===== src/pkg/acs_consts.svh =====
/*
 * Constants of the serial clock-source and extension control block:
 * register offsets, field positions, reset values and divider figures.
 * Assumes it is included once per compilation unit by its bare name.
 */
`ifndef ACS_CONSTS_SVH
`define ACS_CONSTS_SVH

`define ACS_EXT0_ADDR     8'h12
`define ACS_EXT1_ADDR     8'h13
`define ACS_BCTL0_ADDR    8'h02
`define ACS_BCTL1_ADDR    8'h03

`define ACS_EXT_RXINT_BIT 7
`define ACS_EXT_DCD_BIT   6
`define ACS_EXT_CTS_BIT   5
`define ACS_EXT_X1_BIT    4
`define ACS_EXT_BRG_BIT   3
`define ACS_EXT_BRKEN_BIT 2
`define ACS_EXT_BRKDT_BIT 1
`define ACS_EXT_SNDBK_BIT 0
`define ACS_EXT_RESET     8'h00
`define ACS_EXT0_WMASK    8'hfd
`define ACS_EXT1_WMASK    8'h9d

`define ACS_BCTL_PS_BIT   5
`define ACS_BCTL_DR_BIT   3
`define ACS_BCTL_SS_LSB   0
`define ACS_BCTL_RESET    8'h07
`define ACS_BCTL_WMASK    8'h2f

`define ACS_PRESCALE_LO   17'h0000a
`define ACS_PRESCALE_HI   17'h0001e
`define ACS_RATIO_LO_LIM  6'h0f
`define ACS_RATIO_HI_LIM  6'h3f

`endif


===== src/pkg/acs_pkg.sv =====
/*
 * Types shared by the serial clock-source control block.
 * Assumes nothing beyond a SystemVerilog compiler.
 */
package acs_pkg;
    typedef logic [7:0]  acs_byte_t;
    typedef logic [15:0] acs_tc_t;
    typedef enum logic [2:0] {
        ACS_SS_DIV1  = 3'b000,
        ACS_SS_DIV2  = 3'b001,
        ACS_SS_DIV4  = 3'b010,
        ACS_SS_DIV8  = 3'b011,
        ACS_SS_DIV16 = 3'b100,
        ACS_SS_DIV32 = 3'b101,
        ACS_SS_DIV64 = 3'b110,
        ACS_SS_EXT   = 3'b111
    } acs_ss_t;
endpackage : acs_pkg


===== src/acs_baud.sv =====
/*
 * Baud tick generator for one serial channel: sampling tick and bit tick.
 * Assumes CLK_I domain inputs; the external clock is a synchronous level.
 */
`timescale 1ns/100ps
`include "acs_consts.svh"
module acs_baud (
    // Clock and reset
    input  wire logic           clk_i,
    input  wire logic           reset_i,
    input  wire logic           ce_i,
    // Configuration
    input  wire acs_pkg::acs_ss_t ss_i,
    input  wire logic           ps_i,
    input  wire logic           dr_i,
    input  wire logic           x1_i,
    input  wire logic           brg_i,
    input  wire acs_pkg::acs_tc_t tc_i,
    input  wire logic           ext_clk_i,
    // Ticks
    output logic                sample_tick_o,
    output logic                bit_tick_o
);
    import acs_pkg::*;

    logic [16:0] cnt_reg, cnt_next, lim, pre;
    logic [5:0]  div_reg, div_next, div_lim;
    logic        prev_reg, prev_next, samp_next, bit_next, ext;

    ////////////////////////////////////////////////////////////////////////
    always_comb begin
        ext = (ss_i == ACS_SS_EXT);
        pre = ps_i ? `ACS_PRESCALE_HI : `ACS_PRESCALE_LO;
        // Product stays below 4096, so 17 bits never overflow
        lim = brg_i ? {1'b0, tc_i}
                    : 17'((pre << ss_i) - 17'h00001);
        div_lim = dr_i ? `ACS_RATIO_HI_LIM : `ACS_RATIO_LO_LIM;
        cnt_next = cnt_reg;
        div_next = div_reg;
        prev_next = ext_clk_i;
        samp_next = 1'b0;
        bit_next = 1'b0;
        if (ext) begin
            cnt_next = '0;
            samp_next = ext_clk_i & ~prev_reg;
        end else if (cnt_reg >= lim) begin
            cnt_next = '0;
            samp_next = 1'b1;
        end else begin
            cnt_next = cnt_reg + 17'h00001;
        end
        if (samp_next) begin
            if (ext && x1_i) begin
                bit_next = 1'b1;
            end else if (div_reg >= div_lim) begin
                div_next = '0;
                bit_next = 1'b1;
            end else begin
                div_next = div_reg + 6'h01;
            end
        end
    end

    always_ff @(posedge clk_i) begin
        if (reset_i) begin
            cnt_reg       <= '0;
            div_reg       <= '0;
            prev_reg      <= 1'b0;
            sample_tick_o <= 1'b0;
            bit_tick_o    <= 1'b0;
        end else if (ce_i) begin
            cnt_reg       <= cnt_next;
            div_reg       <= div_next;
            prev_reg      <= prev_next;
            sample_tick_o <= samp_next;
            bit_tick_o    <= bit_next;
        end
    end
endmodule : acs_baud


===== src/acs_ctrl.sv =====
/*
 * Clock-source selection, pin routing and extension control for two
 * asynchronous serial channels, reached over the I/O register port.
 * Assumes all inputs synchronous to CLK_I; shifters live elsewhere.
 */
`timescale 1ns/100ps
`include "acs_consts.svh"
module acs_ctrl (
    // Clock, reset, enable
    input  wire logic              CLK_I,
    input  wire logic              RESET_I,
    input  wire logic              CE_I,
    // I/O register port
    input  wire logic [7:0]        IO_ADDR_I,
    input  wire logic              IO_WR_I,
    input  wire logic              IO_RD_I,
    input  wire acs_pkg::acs_byte_t IO_WDATA_I,
    output acs_pkg::acs_byte_t     IO_RDATA_O,
    // DMA controller side
    input  wire logic              CH1_CLOCK_PIN_DISABLE_I,
    input  wire logic              DMA0_MEM_IO_I,
    input  wire logic              DMA_TRANSFER_END_OUTPUT_0_I,
    output logic                   DMA_REQUEST_INPUT_0_O,
    // Shared data clock pins
    input  wire logic              CH0_DATA_CLOCK_PIN_I,
    output logic                   CH0_DATA_CLOCK_PIN_O,
    output logic                   CH0_DATA_CLOCK_PIN_OE_O,
    input  wire logic              CH1_DATA_CLOCK_PIN_I,
    output logic                   CH1_DATA_CLOCK_PIN_O,
    output logic                   CH1_DATA_CLOCK_PIN_OE_O,
    // Modem lines of channel 0
    input  wire logic              CARRIER_DETECT_INPUT_0_I,
    input  wire logic              CLEAR_TO_SEND_INPUT_0_I,
    // Time constants held elsewhere
    input  wire acs_pkg::acs_tc_t  TIME_CONST0_I,
    input  wire acs_pkg::acs_tc_t  TIME_CONST1_I,
    // Channel side, bit n is channel n
    input  wire logic [1:0]        TX_DATA_I,
    input  wire logic [1:0]        RECEIVE_FULL_FLAG_I,
    input  wire logic [1:0]        TRANSMIT_EMPTY_FLAG_I,
    input  wire logic [1:0]        BREAK_SEEN_I,
    output logic [1:0]             ASYNC_TRANSMIT_PIN_O,
    output logic [1:0]             RECEIVE_FULL_FLAG_O,
    output logic [1:0]             TRANSMIT_EMPTY_FLAG_O,
    output logic [1:0]             RX_INT_O,
    output logic [1:0]             RX_ENABLE_O,
    output logic [1:0]             TX_ENABLE_O,
    output logic [1:0]             SAMPLE_TICK_O,
    output logic [1:0]             BIT_TICK_O
);
    import acs_pkg::*;

    acs_byte_t  ext_reg  [2];
    acs_byte_t  ext_next [2];
    acs_byte_t  bctl_reg [2];
    acs_byte_t  bctl_next[2];
    acs_byte_t  rdata_next;
    logic [1:0] txp_next;
    logic       ch1_out_next;
    logic [1:0] ext_clk;
    logic [1:0] hit_ext, hit_bctl;
    acs_tc_t    tc [2];

    assign tc[0] = TIME_CONST0_I;
    assign tc[1] = TIME_CONST1_I;

    ////////////////////////////////////////////////////////////////////////
    // Pin routing; channel-0 pin is an input in both of its roles
    assign CH0_DATA_CLOCK_PIN_OE_O = 1'b0;
    assign CH0_DATA_CLOCK_PIN_O    = 1'b0;
    assign DMA_REQUEST_INPUT_0_O   = DMA0_MEM_IO_I
                                     & CH0_DATA_CLOCK_PIN_I;
    assign CH1_DATA_CLOCK_PIN_OE_O = CH1_CLOCK_PIN_DISABLE_I;
    // A pin lent to the DMA never clocks the channel
    assign ext_clk[0] = ~DMA0_MEM_IO_I & CH0_DATA_CLOCK_PIN_I;
    assign ext_clk[1] = ~CH1_CLOCK_PIN_DISABLE_I
                        & CH1_DATA_CLOCK_PIN_I;

    ////////////////////////////////////////////////////////////////////////
    // Per-channel registers and gating
    genvar c;
    generate
        for (c = 0; c < 2; c++) begin : g_ch
            localparam acs_byte_t EXT_ADDR =
                (c == 0) ? `ACS_EXT0_ADDR : `ACS_EXT1_ADDR;
            localparam acs_byte_t BCTL_ADDR =
                (c == 0) ? `ACS_BCTL0_ADDR : `ACS_BCTL1_ADDR;
            localparam acs_byte_t EXT_WMASK =
                (c == 0) ? `ACS_EXT0_WMASK : `ACS_EXT1_WMASK;
            logic brk_set;

            assign hit_ext[c]  = (IO_ADDR_I == EXT_ADDR);
            assign hit_bctl[c] = (IO_ADDR_I == BCTL_ADDR);

            always_comb begin
                ext_next[c]  = ext_reg[c];
                bctl_next[c] = bctl_reg[c];
                brk_set = BREAK_SEEN_I[c]
                          & ~ext_reg[c][`ACS_EXT_BRKEN_BIT];
                if (IO_WR_I && hit_ext[c]) begin
                    ext_next[c] = (IO_WDATA_I & EXT_WMASK)
                        | (ext_reg[c] & ~EXT_WMASK);
                end
                if (IO_WR_I && hit_bctl[c]) begin
                    bctl_next[c] = IO_WDATA_I & `ACS_BCTL_WMASK;
                end
                // Break status clears on read; a new break wins
                if (IO_RD_I && hit_ext[c]) begin
                    ext_next[c][`ACS_EXT_BRKDT_BIT] = 1'b0;
                end
                if (brk_set) begin
                    ext_next[c][`ACS_EXT_BRKDT_BIT] = 1'b1;
                end
                txp_next[c] = TX_DATA_I[c]
                    & ~ext_reg[c][`ACS_EXT_SNDBK_BIT];
            end

            always_ff @(posedge CLK_I) begin
                if (RESET_I) begin
                    ext_reg[c]  <= `ACS_EXT_RESET;
                    bctl_reg[c] <= `ACS_BCTL_RESET;
                    ASYNC_TRANSMIT_PIN_O[c] <= 1'b1;
                end else if (CE_I) begin
                    ext_reg[c]  <= ext_next[c];
                    bctl_reg[c] <= bctl_next[c];
                    ASYNC_TRANSMIT_PIN_O[c] <= txp_next[c];
                end
            end

            assign RX_INT_O[c] = RECEIVE_FULL_FLAG_I[c]
                & ext_reg[c][`ACS_EXT_RXINT_BIT];

            acs_baud u_baud (
                .clk_i         (CLK_I),
                .reset_i       (RESET_I),
                .ce_i          (CE_I),
                .ss_i          (acs_ss_t'(bctl_reg[c][2:0])),
                .ps_i          (bctl_reg[c][`ACS_BCTL_PS_BIT]),
                .dr_i          (bctl_reg[c][`ACS_BCTL_DR_BIT]),
                .x1_i          (ext_reg[c][`ACS_EXT_X1_BIT]),
                .brg_i         (ext_reg[c][`ACS_EXT_BRG_BIT]),
                .tc_i          (tc[c]),
                .ext_clk_i     (ext_clk[c]),
                .sample_tick_o (SAMPLE_TICK_O[c]),
                .bit_tick_o    (BIT_TICK_O[c])
            );
        end
    endgenerate

    ////////////////////////////////////////////////////////////////////////
    // Modem gating, channel 0 only; channel 1 runs ungated
    always_comb begin
        RX_ENABLE_O[0] = ext_reg[0][`ACS_EXT_DCD_BIT]
                         | ~CARRIER_DETECT_INPUT_0_I;
        TX_ENABLE_O[0] = ext_reg[0][`ACS_EXT_CTS_BIT]
                         | ~CLEAR_TO_SEND_INPUT_0_I;
        RX_ENABLE_O[1] = 1'b1;
        TX_ENABLE_O[1] = 1'b1;
        RECEIVE_FULL_FLAG_O[0] = RECEIVE_FULL_FLAG_I[0] & RX_ENABLE_O[0];
        RECEIVE_FULL_FLAG_O[1] = RECEIVE_FULL_FLAG_I[1];
        // The flag is held whatever bit 5 says; TX_ENABLE_O[0] drops only with bit 5 clear
        TRANSMIT_EMPTY_FLAG_O[0] = TRANSMIT_EMPTY_FLAG_I[0]
                                   & ~CLEAR_TO_SEND_INPUT_0_I;
        TRANSMIT_EMPTY_FLAG_O[1] = TRANSMIT_EMPTY_FLAG_I[1];
    end

    ////////////////////////////////////////////////////////////////////////
    // Read data and channel-1 DMA end output
    always_comb begin
        rdata_next = IO_RDATA_O;
        if (IO_RD_I) begin
            rdata_next = 8'h00;
            for (int i = 0; i < 2; i++) begin
                if (hit_ext[i]) begin
                    rdata_next = ext_reg[i];
                end
                if (hit_bctl[i]) begin
                    rdata_next = bctl_reg[i];
                end
            end
        end
        ch1_out_next = CH1_CLOCK_PIN_DISABLE_I
                       & DMA_TRANSFER_END_OUTPUT_0_I;
    end

    always_ff @(posedge CLK_I) begin
        if (RESET_I) begin
            IO_RDATA_O           <= 8'h00;
            CH1_DATA_CLOCK_PIN_O <= 1'b0;
        end else if (CE_I) begin
            IO_RDATA_O           <= rdata_next;
            CH1_DATA_CLOCK_PIN_O <= ch1_out_next;
        end
    end
endmodule : acs_ctrl


===== config.mk =====
export PLATFORM = sky130hd
export DESIGN_NAME = acs_ctrl
export DESIGN_NICKNAME = d
export VERILOG_FILES = /design/src/pkg/acs_pkg.sv /design/src/acs_baud.sv /design/src/acs_ctrl.sv
export VERILOG_INCLUDE_DIRS = /design/src /design/src/pkg
export SDC_FILE = /design/constraint.sdc
export NUM_CORES = 1
export LEC_CHECK = 0
export ABC_AREA = 1
export BUFFER_PORTS_ARGS = -buffer_cell sky130_fd_sc_hd__clkbuf_2
export CAP_MARGIN = 20
export CELL_PAD_IN_SITES_DETAIL_PLACEMENT = 1
export CELL_PAD_IN_SITES_GLOBAL_PLACEMENT = 1
export CORE_MARGIN = 5
export CORE_UTILIZATION = 35
export DETAILED_ROUTE_END_ITERATION = 12
export PLACE_DENSITY_LB_ADDON = 0.2
export SYNTH_ARGS = -nofsm -noshare
export SYNTH_HDL_FRONTEND = slang
export SYNTH_SLANG_ARGS = --single-unit

===== constraint.sdc =====
create_clock -name CLK_I -period 4.5 [get_ports CLK_I]
set_input_delay 0.675 -clock CLK_I [delete_from_list [all_inputs] [get_ports CLK_I]]
set_output_delay 0.675 -clock CLK_I [all_outputs]
set_load 0.005 [all_outputs]

# Yosys cells after proc, flatten, opt, wreduce, memory -nomap -nowiden
# Memories as Yosys holds them, arrays and structs flattened.
# Index checks and enable logic that the tools add are counted.
# W data, S select, Z words.
[op_classes] eq_ne=6 n_reduce_logical=11 div_mod_pow=0 multipliers=0 n_mux=43 bitwise=34 n_lt_le_gt_ge=4 n_addsub=6 shifts=2
[op_table] op="$mux W17" n=6
[op_table] op="$mux W8" n=12
[op_table] op="$add A17 B1 Y17 const B" n=2
[op_table] op="$ge A17 B17 Y1" n=2
[op_table] op="$shl A17 B3 Y17" n=2
[op_table] op="$sub A17 B1 Y17 const B" n=2
[op_table] op="$mux W6" n=4
[op_table] op="$mux W1" n=19
[op_table] op="$eq A8 B2 Y1 const B" n=2
[op_table] op="$eq A8 B5 Y1 const B" n=2
[op_table] op="$and A1 B1 Y1" n=14
[op_table] op="$add A6 B1 Y6 const B" n=2
[op_table] op="$ge A6 B6 Y1" n=2
[op_table] op="$not A1 Y1" n=12
[op_table] op="$mux W5" n=2
[op_table] op="$logic_and A1 B1 Y1" n=8
[op_table] op="$or A8 B2 Y8" n=1
[op_table] op="$or A8 B7 Y8" n=1
[op_table] op="$eq A3 B3 Y1 const B" n=2
[op_table] op="$or A1 B1 Y1" n=6
[op_table] op="$reduce_and A3 Y1" n=2
[op_table] op="$reduce_and A2 Y1" n=1
[word_totals] output_inout_bits=29 rom_bits=0 ff_bits=63 elab_cells=122 mem_bits_rw=32 mem_count=2 inputBits=68 latch_bits=0
[mem_list] name="bctl_reg" depth=2 width=8 read_ports=2 rd_clocked_by_memory_dff=0 wr=2 line="acs_ctrl.sv:55" rtl="acs_byte_t bctl_reg [2];"
[mem_list] name="ext_reg" depth=2 width=8 read_ports=2 rd_clocked_by_memory_dff=0 wr=2 line="acs_ctrl.sv:53" rtl="acs_byte_t ext_reg [2];"

# Logic depth before layout (Yosys ltp)
# An unclocked memory read counts as a cell.
[logic_depth] depth_word=9 mapped_depth=23 depth_no_buf=22

# Hierarchy
# From an unflattened synthesis, not the netlist that was laid out.
[unflattened] hier_cells=835 hier_area_um2=6160.9
[modules_own_cells] mod="acs_baud at g_ch[1].u_baud" cells_per_inst=314 n_inst=1 area_each_um2=2234.6 seq_area_each_um2=520.5
[modules_own_cells] mod="acs_baud at g_ch[0].u_baud" cells_per_inst=311 n_inst=1 area_each_um2=2075.7 seq_area_each_um2=520.5
[modules_own_cells] mod="acs_ctrl" cells_per_inst=210 n_inst=1 area_each_um2=1850.5 seq_area_each_um2=1001.0

# Least setup slack after synthesis
# No wires, ideal clock.
[synth_path] path_type="reg-to-reg" from="mem bctl_reg[0][2] in the netlist's numbering" to="reg g_ch[0].u_baud.cnt_reg[10]" synth_period_minus_slack_ns=2.660 setup_slack_ns=1.840 t_required_ns=4.375 setup_time_ns=0.125 path_buffers=1 stages_incl_launch_ff=19 arrival_time_ns=2.536 path_cell_list="edfxtp_1 > clkinv_1 > nand2_1 > ha_1 > nand3_1 > xnor2_1 > nand2_1 > o21ai_0 > ha_1 > nand2_1 > nor2_1 > nand3_1 > nor2_1 > nor2_4 > nand3_4 > nor2_8 > inv_2 > buf_6 > o22ai_2"
[synth_lines] item="start, declared" line="acs_ctrl.sv:55"
[synth_lines] item="end signal, assigned" line="acs_baud.sv:72" rtl="cnt_reg <= cnt_next;"
[synth_lines] item="end, declared" line="acs_baud.sv:26" rtl="logic [16:0] cnt_reg, cnt_next, lim, pre;"

==> metrics <==
vias in the first global route=5877; CP Capture Type=register; Num CTS Buffers=9; max_slew headroom=36.2%; RSZ-0062 raised after global routing=no; die width=141 um; CTS max path bufs=2; top-count cell post-synth=nand2_1; Post-synth top cells=nand2_1, inv_1, nor2_1; synth-to-layout area growth=15.3%; WL/cell=15.1 um; CTS clk-pin slew, worst paths=80 ps; ANT nets after route=0; # diodes=0; Initial Util=35.8%; worst slew pin tran=958 ps; HP Class=reg2reg; max reg flops=34; PortBufs=90; Rows=47; Area contributors post-synth=dfxtp_1, nand2_1, edfxtp_1; IO Pins=97; #FFs+latches synth=89; Post-Synthesis Cells=843; DRT iter0 DRCs=201; synthesized cell area=5960 um^2; CP required=4750 ps; number of flops mapped to enable cells by yosys=26; status=complete, no violations; Layout Nets=1036; Leak=3.25 nW; Setup Viol. Count Final=0; # clock sinks=89; placed cell count=1133; crit path DAT=3470 ps; Yosys top cell area share=21.1%; fin cells=1149; GRT Resource Usage Total=18.2%; synthesized area per cell=7.07 um^2; Via density=4.86; Fin Setup TNS=0 ps; Die Y=141 um; first drt pass iteration count=4; Setup Crit Path Kind=reg2reg; CTS tree=done; layout cell share with drive strength beyond 1=15.4%; hpwl dp=13800 um; post-cts sizing count=0; Peak supply drop=0.184 mV; clk root buf=clkbuf_16; post-route minimum period=3220 ps; Worst-Skew Late Latency=370 ps; RD Place Congestion=0.831; pin count of the biggest net entering global routing=27; # Max-Cap Violations=0; Critical Path Fanout Max=13; cell taking the most area after synthesis=dfxtp_1; startpoint types=register; grt total ovfl=0; DR vias=5583; post-synthesis sequential area ratio=34.2%; Synth async-reset ratio=0%; DRC violations left=0; Worst Skew=14.8 ps; Slew Limit Fails=0; prevailing post-synth register cell=dfxtp_1; Yosys cell types=49; antenna violations before repair=0; Synth warnings=0; Hold-fix buffers, CTS=0; # H-tree levels=3; fmax=311 MHz; final period utilization=71.5%; Cell Pwr Density=293 nW/um^2; total wire length=17400 um; DIE AREA=19700 um^2; first-pass GRT wire length=29200 um; final hold violations=0; Placeable Area=16600 um^2; Setup Fix Bufs, Post-CTS=0
[layout by cell type, fill, tap and decap left out, types with 6 or more instances in the layout]
master / netlist / layout
a21oi_1: 52 / 52
clkbuf_16: 0 / 9
clkbuf_2: 0 / 90
conb_1: 2 / 6
dfxtp_1: 63 / 63
edfxtp_1: 26 / 26
ha_1: 44 / 44
inv_1: 114 / 114
nand2_1: 216 / 216
nand3_1: 43 / 43
nand4_1: 13 / 13
nor2_1: 87 / 87
nor3_1: 14 / 14
o21ai_0: 53 / 53
o22ai_1: 6 / 6
o22ai_2: 6 / 6
or2_2: 6 / 6
xor2_1: 15 / 15
[stage by stage]
step                      setup WS, ps  util [%]  total power [mW]  hold slack (ps)  instance area (um^2)
after floorplan                   1840         -              1.11              427                  5980
after global placement            1420      39.4              1.21              446                  6560
after detailed placement          1350      39.4              1.21              457                  6560
after CTS                         1270      41.3              2.04              475                  6880
after global routing               810      41.3              2.13              502                  6880
final                             1280      41.3              2.02              471                  6880
[worst max-delay path, stage by stage (launching register included)]
cell and delay (ps):
edfxtp_1 460, nor2_1 210, inv_1 110, nand2_1 80, ha_1 190, inv_1 80, nor2_1 130, xor2_1 180
mux2i_1 90, ha_1 290, nand2_1 60, nor2_1 160, nand3_1 100, nor2_1 110, nor2_1 60, nand2_2 90
nand2_1 60, nand2_1 330, nand3_1 150, nand2_1 110, nor2_1 50
[layout make-up]
class                   instances  area [um^2]
clock buffers                   9          225
clock inverters                 7         90.1
fillers                      2161         9760
inverters                     120          450
multi-input cells             612         3330
flip-flops and latches         89         2040
well taps                     220          275
repair buffers                 92          465
[metal layers]
metal / GRT usage (%) / up-vias / part of all wire [%]
li1: - / 2885 / -
met1: 24.3 / 2607 / 49
met2: 30.5 / 72 / 47
met3: 2.62 / 19 / 2.7
met4: 5.61 / 0 / 1.6
met5: 0 / - / 0
[power breakdown]
| group | switching [mW] | leakage [nW] | total (mW) | internal, mW |
|---|---|---|---|---|
| clock network | 0.377 | 0.156 | 0.824 | 0.447 |
| logic | 0.185 | 2.33 | 0.296 | 0.112 |
| registers | 0.0358 | 0.765 | 0.895 | 0.859 |
[final timing paths]
path         slack (ps)           start  cells past startpoint                         to
max                1280  bctl_reg[1][0]                     20  g_ch[1].u_baud.div_reg[1]
max reg2reg        1280  bctl_reg[1][0]                     20  g_ch[1].u_baud.div_reg[1]
min                 470   IO_RDATA_O[5]                      2              IO_RDATA_O[5]
min reg2reg         470   IO_RDATA_O[5]                      2              IO_RDATA_O[5]
[cell families after synthesis]
family / Yosys count / share of synthesized area (%)
simple gates: 397 / 28.7
buf+inv: 146 / 10.2
compound gates: 144 / 14.4
flops: 89 / 34.2
fa+ha+maj: 44 / 9.23
xor+xnor: 20 / 2.94
other cells: 2 / 0.126
mux: 1 / 0.168
Power figures use the tool's default switching activity.
